File: config.mk
export PLATFORM = sky130hd
export DESIGN_NAME = rgsq_top
export DESIGN_NICKNAME = d
export VERILOG_FILES = /design/src/hdl/rgsq_pkg.sv /design/src/hdl/rgsq_soak_timer.sv /design/src/hdl/rgsq_top.sv
export VERILOG_INCLUDE_DIRS = /design/src /design/src/hdl
export SDC_FILE = /design/constraint.sdc
export NUM_CORES = 1
export LEC_CHECK = 0
export BUFFER_PORTS_ARGS = -buffer_cell sky130_fd_sc_hd__buf_2
export CAP_MARGIN = 20
export CORE_MARGIN = 3
export CORE_UTILIZATION = 30
export CTS_CLUSTER_DIAMETER = 60
export CTS_CLUSTER_SIZE = 40
export DETAILED_ROUTE_END_ITERATION = 16
export SLEW_MARGIN = 10
export SYNTH_ARGS = -nofsm -noshare
export SYNTH_HDL_FRONTEND = slang
export SYNTH_SLANG_ARGS = --single-unit
File: constraint.sdc
create_clock -name sys_clk_i -period 8.7 [get_ports sys_clk_i]
set_input_delay 0.435 -clock sys_clk_i [delete_from_list [all_inputs] [get_ports sys_clk_i]]
set_output_delay 0.435 -clock sys_clk_i [all_outputs]
set_load 0.01 [all_outputs]
File: src/hdl/rgsq_cfg.svh
// Purpose: offsets, reset values, field positions and timing counts
// Assumes: 20 MHz system clock, byte-wide host register port
// Notes:   definitions only
`ifndef RGSQ_CFG_SVH
`define RGSQ_CFG_SVH

`define RGSQ_NREF          4
`define RGSQ_SEL_W         2
`define RGSQ_CNT_W         15
`define RGSQ_MASK_W        4
`define RGSQ_MASK_GST_BIT  3

`define RGSQ_ADDR_DQ       8'h0b
`define RGSQ_ADDR_QS       8'h0c
`define RGSQ_ADDR_FRZ      8'h0d
`define RGSQ_ADDR_BF_HI    8'h10
`define RGSQ_ADDR_BF_LO    8'h11
`define RGSQ_ADDR_KM_HI    8'h12
`define RGSQ_ADDR_KM_LO    8'h13

`define RGSQ_DQ_RST        8'haa
`define RGSQ_QS_RST        8'h55
`define RGSQ_FRZ_RST       8'h00
`define RGSQ_BF_RST        16'h9c40
`define RGSQ_KM_RST        16'h0f30
`define RGSQ_FRZ_ON        8'h01

`define RGSQ_CLK_HZ        20000000
`define RGSQ_TICK_MS       1
`define RGSQ_DQ_MIN_MS     0
`define RGSQ_DQ_10_MS      10
`define RGSQ_DQ_50_MS      50
`define RGSQ_DQ_2S5_MS     2500

`endif

File: src/hdl/rgsq_pkg.sv
// Purpose: shared types of the guard soak configuration block
// Assumes: constants live in rgsq_cfg.svh
// Notes:   none
package rgsq_pkg;

   typedef struct packed {
      logic       wr;
      logic       rd;
      logic [7:0] addr;
      logic [7:0] wdata;
   } rgsq_host_req_t;

   typedef struct packed {
      logic       valid;
      logic [7:0] data;
   } rgsq_host_rsp_t;

   typedef enum logic [1:0] {
      RGSQ_ST_QUAL,
      RGSQ_ST_DQ_WAIT,
      RGSQ_ST_DISQ,
      RGSQ_ST_Q_WAIT
   } rgsq_state_t;

endpackage

File: src/hdl/rgsq_soak_timer.sv
// Purpose: per-reference guard soak timer, disqualify and requalify
// Assumes: tick_i is a one-cycle pulse every tick period
// Notes:   minimum delay acts at the next edge
`timescale 1ns/1ps
`include "rgsq_cfg.svh"
module rgsq_soak_timer import rgsq_pkg::*; (
   input  wire logic                    sys_clk_i,
   input  wire logic                    resetn_i,
   input  wire logic                    tick_i,
   input  wire logic                    alarm_i,
   input  wire logic [`RGSQ_SEL_W-1:0]  dq_sel_i,
   input  wire logic [`RGSQ_SEL_W-1:0]  q_sel_i,
   output logic                         qualified_o,
   output logic                         disq_evt_o
);

   localparam logic [`RGSQ_CNT_W-1:0] T_MIN = `RGSQ_CNT_W'(`RGSQ_DQ_MIN_MS / `RGSQ_TICK_MS);
   localparam logic [`RGSQ_CNT_W-1:0] T_10  = `RGSQ_CNT_W'(`RGSQ_DQ_10_MS / `RGSQ_TICK_MS);
   localparam logic [`RGSQ_CNT_W-1:0] T_50  = `RGSQ_CNT_W'(`RGSQ_DQ_50_MS / `RGSQ_TICK_MS);
   localparam logic [`RGSQ_CNT_W-1:0] T_2S5 = `RGSQ_CNT_W'(`RGSQ_DQ_2S5_MS / `RGSQ_TICK_MS);

   rgsq_state_t              state_r,  state_nxt;
   logic [`RGSQ_CNT_W-1:0]   cnt_r,    cnt_nxt;
   logic                     qual_r,   qual_nxt;
   logic                     evt_r,    evt_nxt;
   logic [`RGSQ_CNT_W-1:0]   dq_t;
   logic [`RGSQ_CNT_W-1:0]   q_t;
   logic [3:0]               mult;

   // disqualify delay in ticks
   function automatic logic [`RGSQ_CNT_W-1:0] dq_ticks(input logic [`RGSQ_SEL_W-1:0] sel);
      case (sel)
         2'h0:    dq_ticks = T_MIN;
         2'h1:    dq_ticks = T_10;
         2'h2:    dq_ticks = T_50;
         default: dq_ticks = T_2S5;
      endcase
   endfunction

   always_comb begin
      dq_t = dq_ticks(dq_sel_i);
      mult = 4'(({2'h0, q_sel_i} + 4'h1) << 1);
      q_t  = `RGSQ_CNT_W'(dq_t * mult);
   end

   always_comb begin
      state_nxt = state_r;
      cnt_nxt   = cnt_r;
      qual_nxt  = qual_r;
      evt_nxt   = 1'b0;
      case (state_r)
         RGSQ_ST_QUAL: begin
            if (alarm_i) begin
               cnt_nxt = '0;
               if (dq_t == '0) begin
                  state_nxt = RGSQ_ST_DISQ;
                  qual_nxt  = 1'b0;
                  evt_nxt   = 1'b1;
               end else begin
                  state_nxt = RGSQ_ST_DQ_WAIT;
               end
            end
         end
         RGSQ_ST_DQ_WAIT: begin
            if (!alarm_i) begin
               state_nxt = RGSQ_ST_QUAL;
               cnt_nxt   = '0;
            end else if (cnt_r >= dq_t) begin
               state_nxt = RGSQ_ST_DISQ;
               qual_nxt  = 1'b0;
               evt_nxt   = 1'b1;
            end else if (tick_i) begin
               cnt_nxt = cnt_r + 1'b1;
            end
         end
         RGSQ_ST_DISQ: begin
            if (!alarm_i) begin
               state_nxt = RGSQ_ST_Q_WAIT;
               cnt_nxt   = '0;
            end
         end
         RGSQ_ST_Q_WAIT: begin
            if (alarm_i) begin
               state_nxt = RGSQ_ST_DISQ;
            end else if (cnt_r >= q_t) begin
               state_nxt = RGSQ_ST_QUAL;
               qual_nxt  = 1'b1;
            end else if (tick_i) begin
               cnt_nxt = cnt_r + 1'b1;
            end
         end
         default: begin
            state_nxt = RGSQ_ST_QUAL;
            cnt_nxt   = '0;
            qual_nxt  = 1'b1;
         end
      endcase
   end

   always_ff @(posedge sys_clk_i) begin
      if (!resetn_i) begin
         state_r <= RGSQ_ST_QUAL;
         cnt_r   <= '0;
         qual_r  <= 1'b1;
         evt_r   <= 1'b0;
      end else begin
         state_r <= state_nxt;
         cnt_r   <= cnt_nxt;
         qual_r  <= qual_nxt;
         evt_r   <= evt_nxt;
      end
   end

   assign qualified_o = qual_r;
   assign disq_evt_o  = evt_r;

   a_evt_drops_qual: assert property (@(posedge sys_clk_i) disable iff (!resetn_i)
      disq_evt_o |-> !qualified_o) else $error("disqualify event while still qualified");
   a_fall_needs_alarm: assert property (@(posedge sys_clk_i) disable iff (!resetn_i)
      $fell(qualified_o) |-> $past(alarm_i) && disq_evt_o) else $error("dropped without alarm");
   a_rise_needs_clear: assert property (@(posedge sys_clk_i) disable iff (!resetn_i)
      $rose(qualified_o) |-> $past(!alarm_i) && $past(state_r == RGSQ_ST_Q_WAIT))
      else $error("requalified while alarm present");
   a_min_delay_now: assert property (@(posedge sys_clk_i) disable iff (!resetn_i)
      (state_r == RGSQ_ST_QUAL && alarm_i && dq_sel_i == 2'h0) |=> !qualified_o)
      else $error("minimum delay not immediate");
   a_dq_wait_bound: assert property (@(posedge sys_clk_i) disable iff (!resetn_i)
      (state_r == RGSQ_ST_DQ_WAIT) |-> cnt_r <= dq_t) else $error("disqualify wait overran");
   a_q_wait_bound: assert property (@(posedge sys_clk_i) disable iff (!resetn_i)
      (state_r == RGSQ_ST_Q_WAIT && cnt_r >= q_t && !alarm_i) |=> qualified_o)
      else $error("qualify delay expired without requalify");
   c_disqualify: cover property (@(posedge sys_clk_i) disable iff (!resetn_i) $fell(qualified_o));
   c_requalify:  cover property (@(posedge sys_clk_i) disable iff (!resetn_i) $rose(qualified_o));
   c_cancel:     cover property (@(posedge sys_clk_i) disable iff (!resetn_i) state_r == RGSQ_ST_DQ_WAIT && !alarm_i);

endmodule

File: src/hdl/rgsq_top.sv
// Purpose: guard soak register bank with per-reference soak timers
// Assumes: alarms arrive from other clock domains; host port is byte wide
// Notes:   16-bit registers are big-endian, high byte at lower address
//
// Contract
// - disqualify delay code: 00 minimum, 01 10 ms, 10 50 ms, 11 2.5 s.
// - either alarm starts disqualify delay; reference disqualified when it elapses.
// - reference n uses bits 2n+1:2n in both delay registers.
// - disqualify-delay register resets to 0xaa, 50 ms for all.
// - qualify delay starts after both alarms clear; requalify when it expires.
// - qualify code gives 2, 4, 6 or 8 times the disqualify delay.
// - qualify-delay register resets to 0x55, four times for all.
// - writing 0x01 to freeze register holds new sticky events; sticky clears still act.
// - writing 0x00 to freeze register resumes sticky status updates.
// - base frequency is 16-bit hertz at 0x10-0x11, reset 0x9c40.
// - wide registers big-endian: high byte at lower address.
// - bit 3 of each 4-bit failure mask gates soak failure into status.
`timescale 1ns/1ps
`include "rgsq_cfg.svh"
module rgsq_top import rgsq_pkg::*; #(
   parameter int TICK_CYCLES = `RGSQ_CLK_HZ / 1000 * `RGSQ_TICK_MS
) (
   input  wire logic                              sys_clk_i,
   input  wire logic                              resetn_i,
   input  wire rgsq_host_req_t                    host_req_i,
   output rgsq_host_rsp_t                         host_rsp_o,
   input  wire logic [`RGSQ_NREF-1:0]             coarse_frequency_alarm_i,
   input  wire logic [`RGSQ_NREF-1:0]             single_cycle_alarm_i,
   input  wire logic [`RGSQ_NREF*`RGSQ_MASK_W-1:0] ref_failure_mask_i,
   input  wire logic [`RGSQ_NREF-1:0]             sticky_clear_i,
   output logic [`RGSQ_NREF-1:0]                  ref_qualified_o,
   output logic [`RGSQ_NREF-1:0]                  sticky_on_read_status_o,
   output logic [`RGSQ_NREF-1:0]                  soak_fail_int_status_o,
   output logic [15:0]                            base_frequency_value_o,
   output logic [15:0]                            base_frequency_multiplier_o
);

   localparam int DIV_W = $clog2(TICK_CYCLES + 1);

   logic [7:0]               dq_r,   dq_nxt;
   logic [7:0]               qs_r,   qs_nxt;
   logic [7:0]               frz_r,  frz_nxt;
   logic [15:0]              bf_r,   bf_nxt;
   logic [15:0]              km_r,   km_nxt;
   rgsq_host_rsp_t           rsp_r,  rsp_nxt;
   logic [DIV_W-1:0]         div_r,  div_nxt;
   logic                     tick_r, tick_nxt;
   logic [`RGSQ_NREF-1:0]    stk_r,  stk_nxt;
   logic [`RGSQ_NREF-1:0]    pend_r, pend_nxt;
   logic [`RGSQ_NREF-1:0]    int_r,  int_nxt;
   logic [`RGSQ_NREF-1:0]    disq_evt;
   logic [`RGSQ_NREF-1:0]    alarm;
   logic [2*`RGSQ_NREF-1:0]  raw_in;
   logic [2*`RGSQ_NREF-1:0]  s1_r, s2_r, s3_r, filt_r, filt_nxt;
   logic                     frozen;

   // register read decode
   function automatic logic [7:0] reg_read(input logic [7:0] a, input logic [7:0] dq, input logic [7:0] qs,
                                           input logic [7:0] fz, input logic [15:0] bf, input logic [15:0] km);
      case (a)
         `RGSQ_ADDR_DQ:    reg_read = dq;
         `RGSQ_ADDR_QS:    reg_read = qs;
         `RGSQ_ADDR_FRZ:   reg_read = fz;
         `RGSQ_ADDR_BF_HI: reg_read = bf[15:8];
         `RGSQ_ADDR_BF_LO: reg_read = bf[7:0];
         `RGSQ_ADDR_KM_HI: reg_read = km[15:8];
         `RGSQ_ADDR_KM_LO: reg_read = km[7:0];
         default:          reg_read = 8'h00;
      endcase
   endfunction

   // host writes and reads
   always_comb begin
      dq_nxt  = dq_r;
      qs_nxt  = qs_r;
      frz_nxt = frz_r;
      bf_nxt  = bf_r;
      km_nxt  = km_r;
      rsp_nxt.valid = host_req_i.rd;
      rsp_nxt.data  = host_req_i.rd ? reg_read(host_req_i.addr, dq_r, qs_r, frz_r, bf_r, km_r) : rsp_r.data;
      if (host_req_i.wr) begin
         case (host_req_i.addr)
            `RGSQ_ADDR_DQ:    dq_nxt  = host_req_i.wdata;
            `RGSQ_ADDR_QS:    qs_nxt  = host_req_i.wdata;
            `RGSQ_ADDR_FRZ:   frz_nxt = host_req_i.wdata;
            `RGSQ_ADDR_BF_HI: bf_nxt  = {host_req_i.wdata, bf_r[7:0]};
            `RGSQ_ADDR_BF_LO: bf_nxt  = {bf_r[15:8], host_req_i.wdata};
            `RGSQ_ADDR_KM_HI: km_nxt  = {host_req_i.wdata, km_r[7:0]};
            `RGSQ_ADDR_KM_LO: km_nxt  = {km_r[15:8], host_req_i.wdata};
            default:          dq_nxt  = dq_r;
         endcase
      end
   end

   always_ff @(posedge sys_clk_i) begin
      if (!resetn_i) begin
         dq_r  <= `RGSQ_DQ_RST;
         qs_r  <= `RGSQ_QS_RST;
         frz_r <= `RGSQ_FRZ_RST;
         bf_r  <= `RGSQ_BF_RST;
         km_r  <= `RGSQ_KM_RST;
         rsp_r <= '0;
      end else begin
         dq_r  <= dq_nxt;
         qs_r  <= qs_nxt;
         frz_r <= frz_nxt;
         bf_r  <= bf_nxt;
         km_r  <= km_nxt;
         rsp_r <= rsp_nxt;
      end
   end

   // tick divider
   always_comb begin
      tick_nxt = (div_r == DIV_W'(TICK_CYCLES - 1));
      div_nxt  = tick_nxt ? '0 : div_r + 1'b1;
   end

   always_ff @(posedge sys_clk_i) begin
      if (!resetn_i) begin
         div_r  <= '0;
         tick_r <= 1'b0;
      end else begin
         div_r  <= div_nxt;
         tick_r <= tick_nxt;
      end
   end

   // alarm synchronisers: change accepted when stages two and three agree
   assign raw_in = {single_cycle_alarm_i, coarse_frequency_alarm_i};

   always_comb begin
      filt_nxt = filt_r;
      for (int i = 0; i < 2*`RGSQ_NREF; i++) begin
         if (s2_r[i] == s3_r[i]) begin
            filt_nxt[i] = s3_r[i];
         end
      end
   end

   always_ff @(posedge sys_clk_i) begin
      if (!resetn_i) begin
         s1_r   <= '0;
         s2_r   <= '0;
         s3_r   <= '0;
         filt_r <= '0;
      end else begin
         s1_r   <= raw_in;
         s2_r   <= s1_r;
         s3_r   <= s2_r;
         filt_r <= filt_nxt;
      end
   end

   assign alarm = filt_r[`RGSQ_NREF-1:0] | filt_r[2*`RGSQ_NREF-1:`RGSQ_NREF];

   genvar g;
   generate
      for (g = 0; g < `RGSQ_NREF; g++) begin : g_ref
         rgsq_soak_timer u_timer (
            .sys_clk_i   (sys_clk_i),
            .resetn_i    (resetn_i),
            .tick_i      (tick_r),
            .alarm_i     (alarm[g]),
            .dq_sel_i    (dq_r[2*g+1:2*g]),
            .q_sel_i     (qs_r[2*g+1:2*g]),
            .qualified_o (ref_qualified_o[g]),
            .disq_evt_o  (disq_evt[g])
         );
      end
   endgenerate

   // sticky status with freeze, held events applied on release
   assign frozen = (frz_r == `RGSQ_FRZ_ON);

   always_comb begin
      if (frozen) begin
         stk_nxt  = stk_r & ~sticky_clear_i;
         pend_nxt = pend_r | disq_evt;
      end else begin
         stk_nxt  = (stk_r & ~sticky_clear_i) | disq_evt | pend_r;
         pend_nxt = '0;
      end
      for (int i = 0; i < `RGSQ_NREF; i++) begin
         int_nxt[i] = stk_nxt[i] & ref_failure_mask_i[i*`RGSQ_MASK_W + `RGSQ_MASK_GST_BIT];
      end
   end

   always_ff @(posedge sys_clk_i) begin
      if (!resetn_i) begin
         stk_r  <= '0;
         pend_r <= '0;
         int_r  <= '0;
      end else begin
         stk_r  <= stk_nxt;
         pend_r <= pend_nxt;
         int_r  <= int_nxt;
      end
   end

   assign host_rsp_o                  = rsp_r;
   assign sticky_on_read_status_o     = stk_r;
   assign soak_fail_int_status_o      = int_r;
   assign base_frequency_value_o      = bf_r;
   assign base_frequency_multiplier_o = km_r;

   a_reset_values: assert property (@(posedge sys_clk_i) disable iff (!resetn_i)
      $rose(resetn_i) |-> dq_r == `RGSQ_DQ_RST && qs_r == `RGSQ_QS_RST && bf_r == `RGSQ_BF_RST)
      else $error("register reset value wrong");
   a_freeze_holds: assert property (@(posedge sys_clk_i) disable iff (!resetn_i)
      (frozen && sticky_clear_i == '0) |=> stk_r == $past(stk_r)) else $error("sticky changed while frozen");
   a_release_applies: assert property (@(posedge sys_clk_i) disable iff (!resetn_i)
      (!frozen && pend_r != '0) |=> (stk_r & $past(pend_r)) == $past(pend_r))
      else $error("held event lost on release");
   a_hi_byte_first: assert property (@(posedge sys_clk_i) disable iff (!resetn_i)
      (host_req_i.wr && host_req_i.addr == `RGSQ_ADDR_BF_HI) |=> bf_r[15:8] == $past(host_req_i.wdata))
      else $error("high byte not at lower address");
   a_mask_gates: assert property (@(posedge sys_clk_i) disable iff (!resetn_i)
      ##1 int_r == (stk_r & {ref_failure_mask_i[15], ref_failure_mask_i[11],
                             ref_failure_mask_i[7], ref_failure_mask_i[3]}) || $changed(ref_failure_mask_i))
      else $error("interrupt status not gated by mask");
   c_frozen_event: cover property (@(posedge sys_clk_i) disable iff (!resetn_i) frozen && disq_evt != '0);
   c_read_back:    cover property (@(posedge sys_clk_i) disable iff (!resetn_i) host_rsp_o.valid);

endmodule

After elaboration in Yosys (flattened, before gate mapping) --
Cells that the tools add are included.
Storage, ports and cells: bits of input ports 48, bits in registers 201
Cells by class: order comparisons 8, add/sub/neg operators 9, multiplexer cells 120, bitwise logic cells 15, multiply operators 4, reductions and logical operators 37, equality and inequality tests 81
Operators by type and width (count):
- two-way mux 15 bit | 28
- one-hot mux 15 bit (4 select lines) | 4
- one-hot mux 12 bit (3 select lines) | 4
- adder 15 x 1 -> 15 bit, second input constant | 5
- one-hot mux 16 bit (2 select lines) | 2
- greater-or-equal comparator 15 x 12 -> 1 bit | 4
- greater-or-equal comparator 15 bit | 4
- logical NOT 15 bit | 4
- multiplier 12 x 3 -> 14 bit | 4
- two-way mux 2 bit | 28
- one-hot mux 8 bit (7 select lines) | 1
- two-way mux 1 bit | 40
- inequality test 2 bit, second input constant | 20
- == test 8 x 5 -> 1 bit, second input constant | 4
- one-hot mux 2 bit (4 select lines) | 4
- AND reduction 7 bit | 4
- == test 2 bit, second input constant | 12
- == test 8 x 4 -> 1 bit, second input constant | 3
- inequality test 2 x 1 -> 1 bit, second input constant | 12
- inequality test 3 x 2 -> 1 bit, second input constant | 8
- AND reduction 5 bit | 4
- == test 2 x 1 -> 1 bit, second input constant | 8
- logical NOT 2 bit | 8
- bitwise OR 4 bit | 4
- 17 further kinds | 55

Logic depth before layout (Yosys ltp) --
Gate-level depths: netlist of run 1.
depth in word-level cells 7, depth in mapped cells 24

By module --
From an unflattened synthesis of run 1, not the netlist that was laid out.
Unflattened totals: cells, all modules 1624, area total of the unflattened synthesis 14217.4 um2
Modules (own cells, without submodules):
- rgsq_top | area an instance 4992.3 um2, instances 1, cells each 493
- rgsq_soak_timer at g_ref[0].u_timer | area an instance 2336.0 um2, instances 1, cells each 284
- rgsq_soak_timer at g_ref[1].u_timer | area an instance 2328.5 um2, instances 1, cells each 283
- rgsq_soak_timer at g_ref[3].u_timer | area an instance 2282.2 um2, instances 1, cells each 283
- rgsq_soak_timer at g_ref[2].u_timer | area an instance 2278.4 um2, instances 1, cells each 281

Worst setup path after synthesis of run 1 --
Ideal clock, no wire load.
kind reg-to-reg, from register qs_r[0], to register g_ref[0].u_timer.cnt_r[8], cell stages (with the launch flop) 24, required time 8.626 ns, path buffers 3, arrival 5.139 ns, slack 3.487 ns, clock period less this slack 5.213 ns, cell sequence dfxtp_1 ha_1 clkbuf_1 nand2_1 xor2_1 ha_1 ha_1 fa_1 a21o_1 a21oi_1 o21ai_0 a21oi_1 o21ai_0 xnor2_1 ha_1 a21o_1 a211o_1 a2111oi_0 a21oi_1 o22ai_1 clkbuf_1 buf_2 nand2_1 o21ai_0
On the way: cells in the longest elaborated chain, start to end 5
RTL lines:
- from (decl) | line rgsq_top.sv:41 | logic [7:0] qs_r, qs_nxt;
- from (signal assigned) | line rgsq_top.sv:98 | qs_r <= `RGSQ_QS_RST;
- from (signal assigned) | line rgsq_top.sv:105 | qs_r <= qs_nxt;
- adder 2 x 1 -> 3 bit | line rgsq_soak_timer.sv:42 | mult = 4'(({2'h0, q_sel_i} + 4'h1) << 1);
- multiplier 12 x 3 -> 14 bit | line rgsq_soak_timer.sv:43 | q_t = `RGSQ_CNT_W'(dq_t * mult);
- greater-or-equal comparator 15 bit | line rgsq_soak_timer.sv:85 | end else if (cnt_r >= q_t) begin
- inequality test 2 bit (no line)
- AND reduction 5 bit (no line)
- to (signal assigned) | line rgsq_soak_timer.sv:108 | cnt_r <= cnt_nxt;
- to (decl) | line rgsq_soak_timer.sv:23 | logic [`RGSQ_CNT_W-1:0] cnt_r, cnt_nxt;
No other way between the ends. A chain may end at the register's enable or synchronous reset.

Worst setup path after layout of run 1 --
from register dq_r[0], to register g_ref[0].u_timer.cnt_r[4]
On the way: cells in the longest elaborated chain, start to end 6
RTL lines:
- from (decl) | line rgsq_top.sv:40 | logic [7:0] dq_r, dq_nxt;
- from (signal assigned) | line rgsq_top.sv:97 | dq_r <= `RGSQ_DQ_RST;
- from (signal assigned) | line rgsq_top.sv:104 | dq_r <= dq_nxt;
- == test 2 bit (tied with other cells) | line rgsq_soak_timer.sv:32 | case (sel)
- one-hot mux 12 bit (3 select lines) * | line rgsq_soak_timer.sv:32
- multiplier 12 x 3 -> 14 bit | line rgsq_soak_timer.sv:43
- greater-or-equal comparator 15 bit | line rgsq_soak_timer.sv:85
- inequality test 2 bit (no line)
- AND reduction 5 bit (no line) *
Mark *: on every way between the ends. The rest lies on a longest branch, timed or not.

==> results of run 1 <==
cells by family (layout without fill, tap and decap cells):
group / after synthesis / count (layout) / share of synthesized area (%)
buffers and inverters: 159 / 244 / 4.71
and+or+nand+nor: 650 / 650 / 23.9
DFF: 201 / 201 / 30.6
muxes: 5 / 5 / 0.399
adders and majority gates: 181 / 181 / 18.1
AOI/OAI and AO/OA: 379 / 379 / 18.3
xor gates and xnor gates: 60 / 60 / 3.99
area by class of cell:
type                       instances  area (um2)
clock inverter                    16         188
timing repair buffer             100         528
fill                            4569       28100
clock buffer                      31         711
sequential                       201        4020
tap                              585         732
inverter                          97         364
multi-input combinational       1275        8530
flip-flops by register name, summed over array words and instances, names as in the netlist, 8 cells and up, named ones only:
name,cells
div_r,15
qs_r,8
host_rsp_o,9
s1_r,8
s2_r,8
frz_r,8
s3_r,8
dq_r,8
base_frequency_multiplier_o,16
g_ref.u_timer.cnt_r,60
filt_r,8
base_frequency_value_o,16
cell usage in the layout (no fill, tap or decap), drive strengths merged, types with 25 or more instances in the layout:
cell type | synthesis | routed
a22oi | 25 | 25
nor3 | 38 | 38
a21oi | 131 | 131
inv | 97 | 104
clkbuf | 52 | 33
o21ai | 70 | 70
buf | 10 | 98
nand2 | 207 | 207
ha | 165 | 165
nand4 | 31 | 31
xnor2 | 32 | 32
nor2 | 126 | 126
xor2 | 28 | 28
dfxtp | 201 | 201
and2 | 59 | 59
nand3 | 88 | 88
how the worst max path moves through the flow:
stage / from / to / depth (start not counted)
floorplan: qs_r[0] / g_ref[0].u_timer.cnt_r[8] / 23
global placement: dq_r[0] / g_ref[0].u_timer.cnt_r[4] / 18
detailed placement: dq_r[0] / g_ref[0].u_timer.cnt_r[4] / 18
CTS: dq_r[0] / g_ref[0].u_timer.cnt_r[4] / 18
global route: dq_r[0] / g_ref[0].u_timer.cnt_r[4] / 18
finish: dq_r[0] / g_ref[0].u_timer.cnt_r[4] / 18
power breakdown:
group,leakage (nW),total (W),internal [W],switching [W]
clock network,0.438,0.00111,0.000636,0.000474
logic,4.32,0.0000607,0.0000190,0.0000417
registers,1.62,0.000932,0.000928,0.00000463
metrics by stage:
step / setup WS [ns] / hold WS (ns)
2_1_floorplan: 3.49 / 0.412
3_3_place_gp: 2.68 / 0.417
3_5_place_dp: 2.61 / 0.423
4_1_cts: 2.55 / 0.0670
5_1_grt: 1.97 / 0.0775
6_report: 2.56 / 0.0919
per-layer routing:
metal  vias up  global-route usage (%)
met5         -                       0
met4         2                    3.97
met3        58                    2.76
met2       240                    25.2
met1      5615                    19.4
li1       5960                       -
==> results.sh, run 1 <==
export IMPL_run_status="complete, no violations"
export IMPL_ctsRootBufferMaster="clkbuf_16"
export IMPL_rsz0062_at_grt="false"
export IMPL_synth_edf_count=0
export IMPL_diodes=0
export IMPL_wl_met3_um=1720
export IMPL_final_nets=1930
export IMPL_ys_flop_type="dfxtp_1"
export IMPL_h_tree_depth=1
export IMPL_crit_family="compound AO/OA/AOI/OAI gates"
export IMPL_cp_start_kind="flip-flop"
export IMPL_end_kind="flip-flop"
export IMPL_met1Wirelength_um=16300
export IMPL_core_area_um2=43200
export IMPL_slew_headroom_pct=37.5
export IMPL_synth_area_leaders="dfxtp_1, ha_1, nand2_1"
export IMPL_crit_required_ns=9.13
export IMPL_wl_um=35300
export IMPL_synth_top_area_share_pct=30.6
export IMPL_p_leak_nw=6.38
export IMPL_power_density_nw_per_um2=139
export IMPL_drv_cap=0
export IMPL_ys_warn_count=0
export IMPL_fin_crit_ns=6.14
export IMPL_clock_skew_ns=0.0226
export IMPL_area_growth_synth_to_final_pct=14.5
export IMPL_vias_per_cell=5.15
export IMPL_grt_pass1_vias=11565
export IMPL_grt_overflow_total=0
export IMPL_initialDrtViolationCount=771
export IMPL_rr_endpoint="g_ref[0].u_timer.cnt_r[4]"
export IMPL_grt_max_degree=58
export IMPL_crit_fanout=12
export IMPL_die_area_um2=46400
export IMPL_antenna_found_initial=1
export IMPL_synth_most_common_cell="nand2_1"
export IMPL_synth_seq_area_share_pct=30.6
export IMPL_dieHeight_um=215
export IMPL_synthArstFlopShare_pct=0
export IMPL_place_congestion=0.831
export IMPL_path_cells="ha_1, inv_1, nor2_1, fa_1, ha_1, a21oi_1, o21ai_0, a21oi_1, o21ai_0, nor4bb_1, o21ai_0, ha_1, a211o_1, a2111oi_0, a2111oi_0, a211o_1, and2_1, a221o_1"
export IMPL_drt_antenna_violating_nets=0
export IMPL_regToRegSetupSlack_ns=2.56
export IMPL_clock_sinks=201
export IMPL_hold_viol_final=0
export IMPL_power_w=0.00210
export IMPL_synth_cell_types=71
export IMPL_path_buf_inv=1
export IMPL_drive_gt1_share_pct=9.59
export IMPL_cpPeakStageDelay_ns=0.61
export IMPL_tritoncts="yes"
export IMPL_ys_ff_latch=201
export IMPL_clk_latency_ns=0.55
export IMPL_design_area_um2=15100
export IMPL_fin_util_pct=34.9
export IMPL_yosys_area_top_type="dfxtp_1"
export IMPL_topRoutingLayerUsed="met5"
export IMPL_period_share_pct=70.6
export IMPL_dr_pass1_iters=6
export IMPL_numPortBuffers=88
export IMPL_regToRegStartpoint="dq_r[0]"
export IMPL_worstMarginPinSlew_ns=0.936
export IMPL_cts_resized_gates=0
export IMPL_reg2reg_depth=18
export IMPL_grt_pass1_wl_um=58400
export IMPL_drc=0
export IMPL_min_to="soak_fail_int_status_o[1]"
export IMPL_wl_met2_um=16400
export IMPL_hold_class="input port to flip-flop"
export IMPL_postSynthCellCount=1635
export IMPL_vias=11875
export IMPL_setup_tns_ns=0
export IMPL_cts_inserted_buffers=26
export IMPL_num_rows=76
export IMPL_crit_type="flip-flop to flip-flop"
export IMPL_synth_cell_area_um2=13200
export IMPL_max_freq_mhz=163
export IMPL_min_path_cells=2
export IMPL_place_hpwl_um=26300
export IMPL_dp_cells=2256
export IMPL_wl_per_cell_um=15.3
export IMPL_placed_area_um2=14200
export IMPL_synth_common_cells="nand2_1, dfxtp_1, ha_1"
export IMPL_max_vdd_ir_drop_mv=0.152
export IMPL_die_width_um=215
export IMPL_final_cells=2305
export IMPL_initial_core_util_pct=30.5
export IMPL_slowest_stage="a2111oi_0"
export IMPL_postCtsHoldBufs=0
export IMPL_clkTransAtPathRegs_ns=0.07
export IMPL_arrival_ns=6.57
export IMPL_hp_start="ref_failure_mask_i[7]"
export IMPL_cts_setup_buffers=0
export IMPL_synth_avg_cell_area_um2=8.05
export IMPL_finalSetupViolCount=0
export IMPL_boundaryPins=101
export IMPL_finalMaxSlewViolations=0
export IMPL_cts_buffer_depth=3
export IMPL_syn_nets=1864
export IMPL_grt_use_total_pct=14.8
No activity file was read; power rests on OpenSTA's default activity.
==> run 2, diff against run 1 <==
ABC_AREA = 1   (was unset)
clock period = 5.95 ns   (was 8.7 ns; I/O delays follow)
==> results.sh, run 2 <==
export IMPL_ctsRootBufferMaster="clkbuf_16"
export IMPL_grt_max_degree=64
export IMPL_grt_overflow_total=0
export IMPL_cts_inserted_buffers=26
export IMPL_synthAdderAreaFrac_pct=15.2
export IMPL_fin_crit_ns=4.95
export IMPL_synthMuxAreaShare_pct=0
export IMPL_clk_latency_ns=0.59
export IMPL_synth_cell_types=55
export IMPL_synth_seq_area_share_pct=25.6
export IMPL_rsz0062_at_grt="false"
export IMPL_diodes=0
export IMPL_clock_sinks=201
export IMPL_ys_flop_type="dfxtp_1"
export IMPL_dp_cells=3063
export IMPL_final_cells=3125
export IMPL_place_hpwl_um=32700
export IMPL_end_kind="flip-flop"
export IMPL_arrival_ns=5.34
export IMPL_hold_viol_final=0
export IMPL_antenna_found_initial=0
export IMPL_run_status="complete, no violations"
export IMPL_path_buf_inv=2
export IMPL_initial_core_util_pct=30.5
export IMPL_synth_simple_area_share_pct=31.6
export IMPL_place_congestion=0.854
export IMPL_synth_area_leaders="dfxtp_1, nand2_1, ha_1"
export IMPL_vias_per_cell=4.77
export IMPL_ys_ff_latch=201
export IMPL_slowest_stage="fa_1"
export IMPL_wl_per_cell_um=13.8
export IMPL_fin_util_pct=34.6
export IMPL_cts_buffer_depth=3
export IMPL_final_nets=2655
export IMPL_grt_pass1_wl_um=71400
export IMPL_clock_skew_ns=0.0731
export IMPL_synth_edf_count=0
export IMPL_finalSetupViolCount=0
export IMPL_finalMaxSlewViolations=0
export IMPL_crit_family="simple AND/OR/NAND/NOR gates"
export IMPL_postSynthCellCount=2348
export IMPL_synth_compound_area_share_pct=13.6
export IMPL_hold_class="input port to flip-flop"
export IMPL_holdWs_ns=0.0346
export IMPL_cp_start_kind="flip-flop"
export IMPL_design_area_um2=17800
export IMPL_largest_reg_flops=60
export IMPL_final_cell_mix="nand2_1, inv_1, nor2_1"
export IMPL_drc=0
export IMPL_worstMarginPinSlew_ns=0.868
export IMPL_die_width_um=235
export IMPL_cp_common_cell="ha_1"
export IMPL_drt_antenna_violating_nets=0
export IMPL_layout_commonest_cell="nand2_1"
export IMPL_path_cells="ha_1, inv_1, nor2_1, fa_1, ha_1, inv_1, o21bai_1, a31oi_1, o21a_1, o21ai_0, xor2_1, ha_1, a21oi_1, o21ai_0, nor2_1, nand3_1, nand2_1, nand3_1, nand2_1, a21oi_1"
export IMPL_clkTransAtPathRegs_ns=0.08
export IMPL_h_tree_depth=1
export IMPL_numPortBuffers=88
export IMPL_ys_warn_count=0
export IMPL_max_freq_mhz=202
export IMPL_synth_top_area_share_pct=25.6
export IMPL_grt_pass1_vias=13929
export IMPL_synthArstFlopShare_pct=0
export IMPL_vias=14893
export IMPL_synth_avg_cell_area_um2=6.70
export IMPL_cpPeakStageDelay_ns=0.49
export IMPL_min_path_cells=2
export IMPL_area_growth_synth_to_final_pct=13.4
export IMPL_slew_headroom_pct=42.2
export IMPL_p_leak_nw=8.61
export IMPL_placed_area_um2=16800
export IMPL_crit_required_ns=6.34
export IMPL_grt_use_total_pct=15.2
export IMPL_regToRegSetupSlack_ns=1.0
export IMPL_synth_common_cells="nand2_1, inv_1, nor2_1"
export IMPL_syn_nets=2577
export IMPL_yosys_area_top_type="dfxtp_1"
export IMPL_synth_xor_area_share_pct=3.79
export IMPL_crit_fanout=12
export IMPL_crit_type="flip-flop to flip-flop"
export IMPL_synth_most_common_cell="nand2_1"
export IMPL_period_share_pct=83.2
export IMPL_max_vdd_ir_drop_mv=0.234
export IMPL_num_rows=83
export IMPL_reg2reg_depth=20
export IMPL_synth_top_family_by_area="simple AND/OR/NAND/NOR gates"
export IMPL_power_density_nw_per_um2=192
export IMPL_drv_cap=0
export IMPL_dieHeight_um=235
export IMPL_top_register="g_ref.u_timer.cnt_r"
export IMPL_core_area_um2=51600
export IMPL_die_area_um2=55200
export IMPL_crit_cells=20
export IMPL_synth_cell_area_um2=15700
export IMPL_initialDrtViolationCount=1099
export IMPL_tritoncts="yes"
export IMPL_setup_tns_ns=0
export IMPL_wl_um=43100
export IMPL_dr_pass1_iters=7
export IMPL_cts_setup_buffers=0
export IMPL_boundaryPins=101
export IMPL_drive_gt1_share_pct=10.7
==> run 2: layer usage <==
metal	vias to the layer above	track usage (%)	wire length (um)
li1	7787	-	-
met1	6691	21.7	21500
met2	346	24.2	18500
met3	69	2.28	2290
met4	0	3.52	957
met5	-	0	0
==> run 2: worst paths after layout <==
check,startpoint,end
setup / recovery,dq_r[0],g_ref[0].u_timer.cnt_r[0]
hold / removal,ref_failure_mask_i[15],soak_fail_int_status_o[3]
setup reg to reg,dq_r[0],g_ref[0].u_timer.cnt_r[0]
hold reg to reg,s1_r[2],s2_r[2]
==> run 2: power by group <==
| part | switching (W) | total (W) | leakage [nW] | internal [W] |
|---|---|---|---|---|
| sequential | 0.0000397 | 0.00141 | 1.63 | 0.00137 |
| clock | 0.000779 | 0.00168 | 0.452 | 0.000897 |
| combinational | 0.000248 | 0.000343 | 6.53 | 0.0000954 |
| total | 0.00107 | 0.00343 | 8.61 | 0.00236 |
==> run 2: area by class of cell <==
class | instances | area [um2]
flip-flops and latches | 201 | 4030
fillers | 5577 | 33800
repair buffers | 107 | 623
well taps | 680 | 851
inverters | 347 | 1310
clock buffers | 28 | 678
multi-input cells | 1743 | 10100
clock inverters | 19 | 254
==> run 2: logic make-up (layout without fill, tap and decap cells) <==
| kind of cell | after synthesis | after routing |
|---|---|---|
| buffers and inverters | 404 | 501 |
| DFF | 201 | 201 |
| xor gates and xnor gates | 68 | 68 |
| and+or+nand+nor | 1133 | 1133 |
| AOI/OAI and AO/OA | 361 | 361 |
| adders and majority gates | 181 | 181 |
==> run 2: worst register-to-register path, cell delays in order (launching register included) <==
cell and delay (ns):
dfxtp_1 0.42, ha_1 0.25, inv_1 0.17, nor2_1 0.43
fa_1 0.49, ha_1 0.37, inv_1 0.08, o21bai_1 0.17
a31oi_1 0.10, o21a_1 0.22, o21ai_0 0.24, xor2_1 0.19
ha_1 0.26, a21oi_1 0.14, o21ai_0 0.09, nor2_1 0.19
nand3_1 0.17, nand2_1 0.11, nand3_1 0.40, nand2_1 0.18
a21oi_1 0.07
==> run 2: per-stage QoR <==
stage	setup slack [ns]	total power, W
global route	0.545	0.00358
floorplan	1.90	0.00169
global placement	1.13	0.00177
detailed placement	1.09	0.00177
CTS	0.999	0.00348
finish	0.998	0.00343
==> run 2: timing repair <==
item | in CTS | in global routing
hold endpoints to repair | 15 | 0
gates resized for setup | 0 | 0
hold buffers | 15 | 0
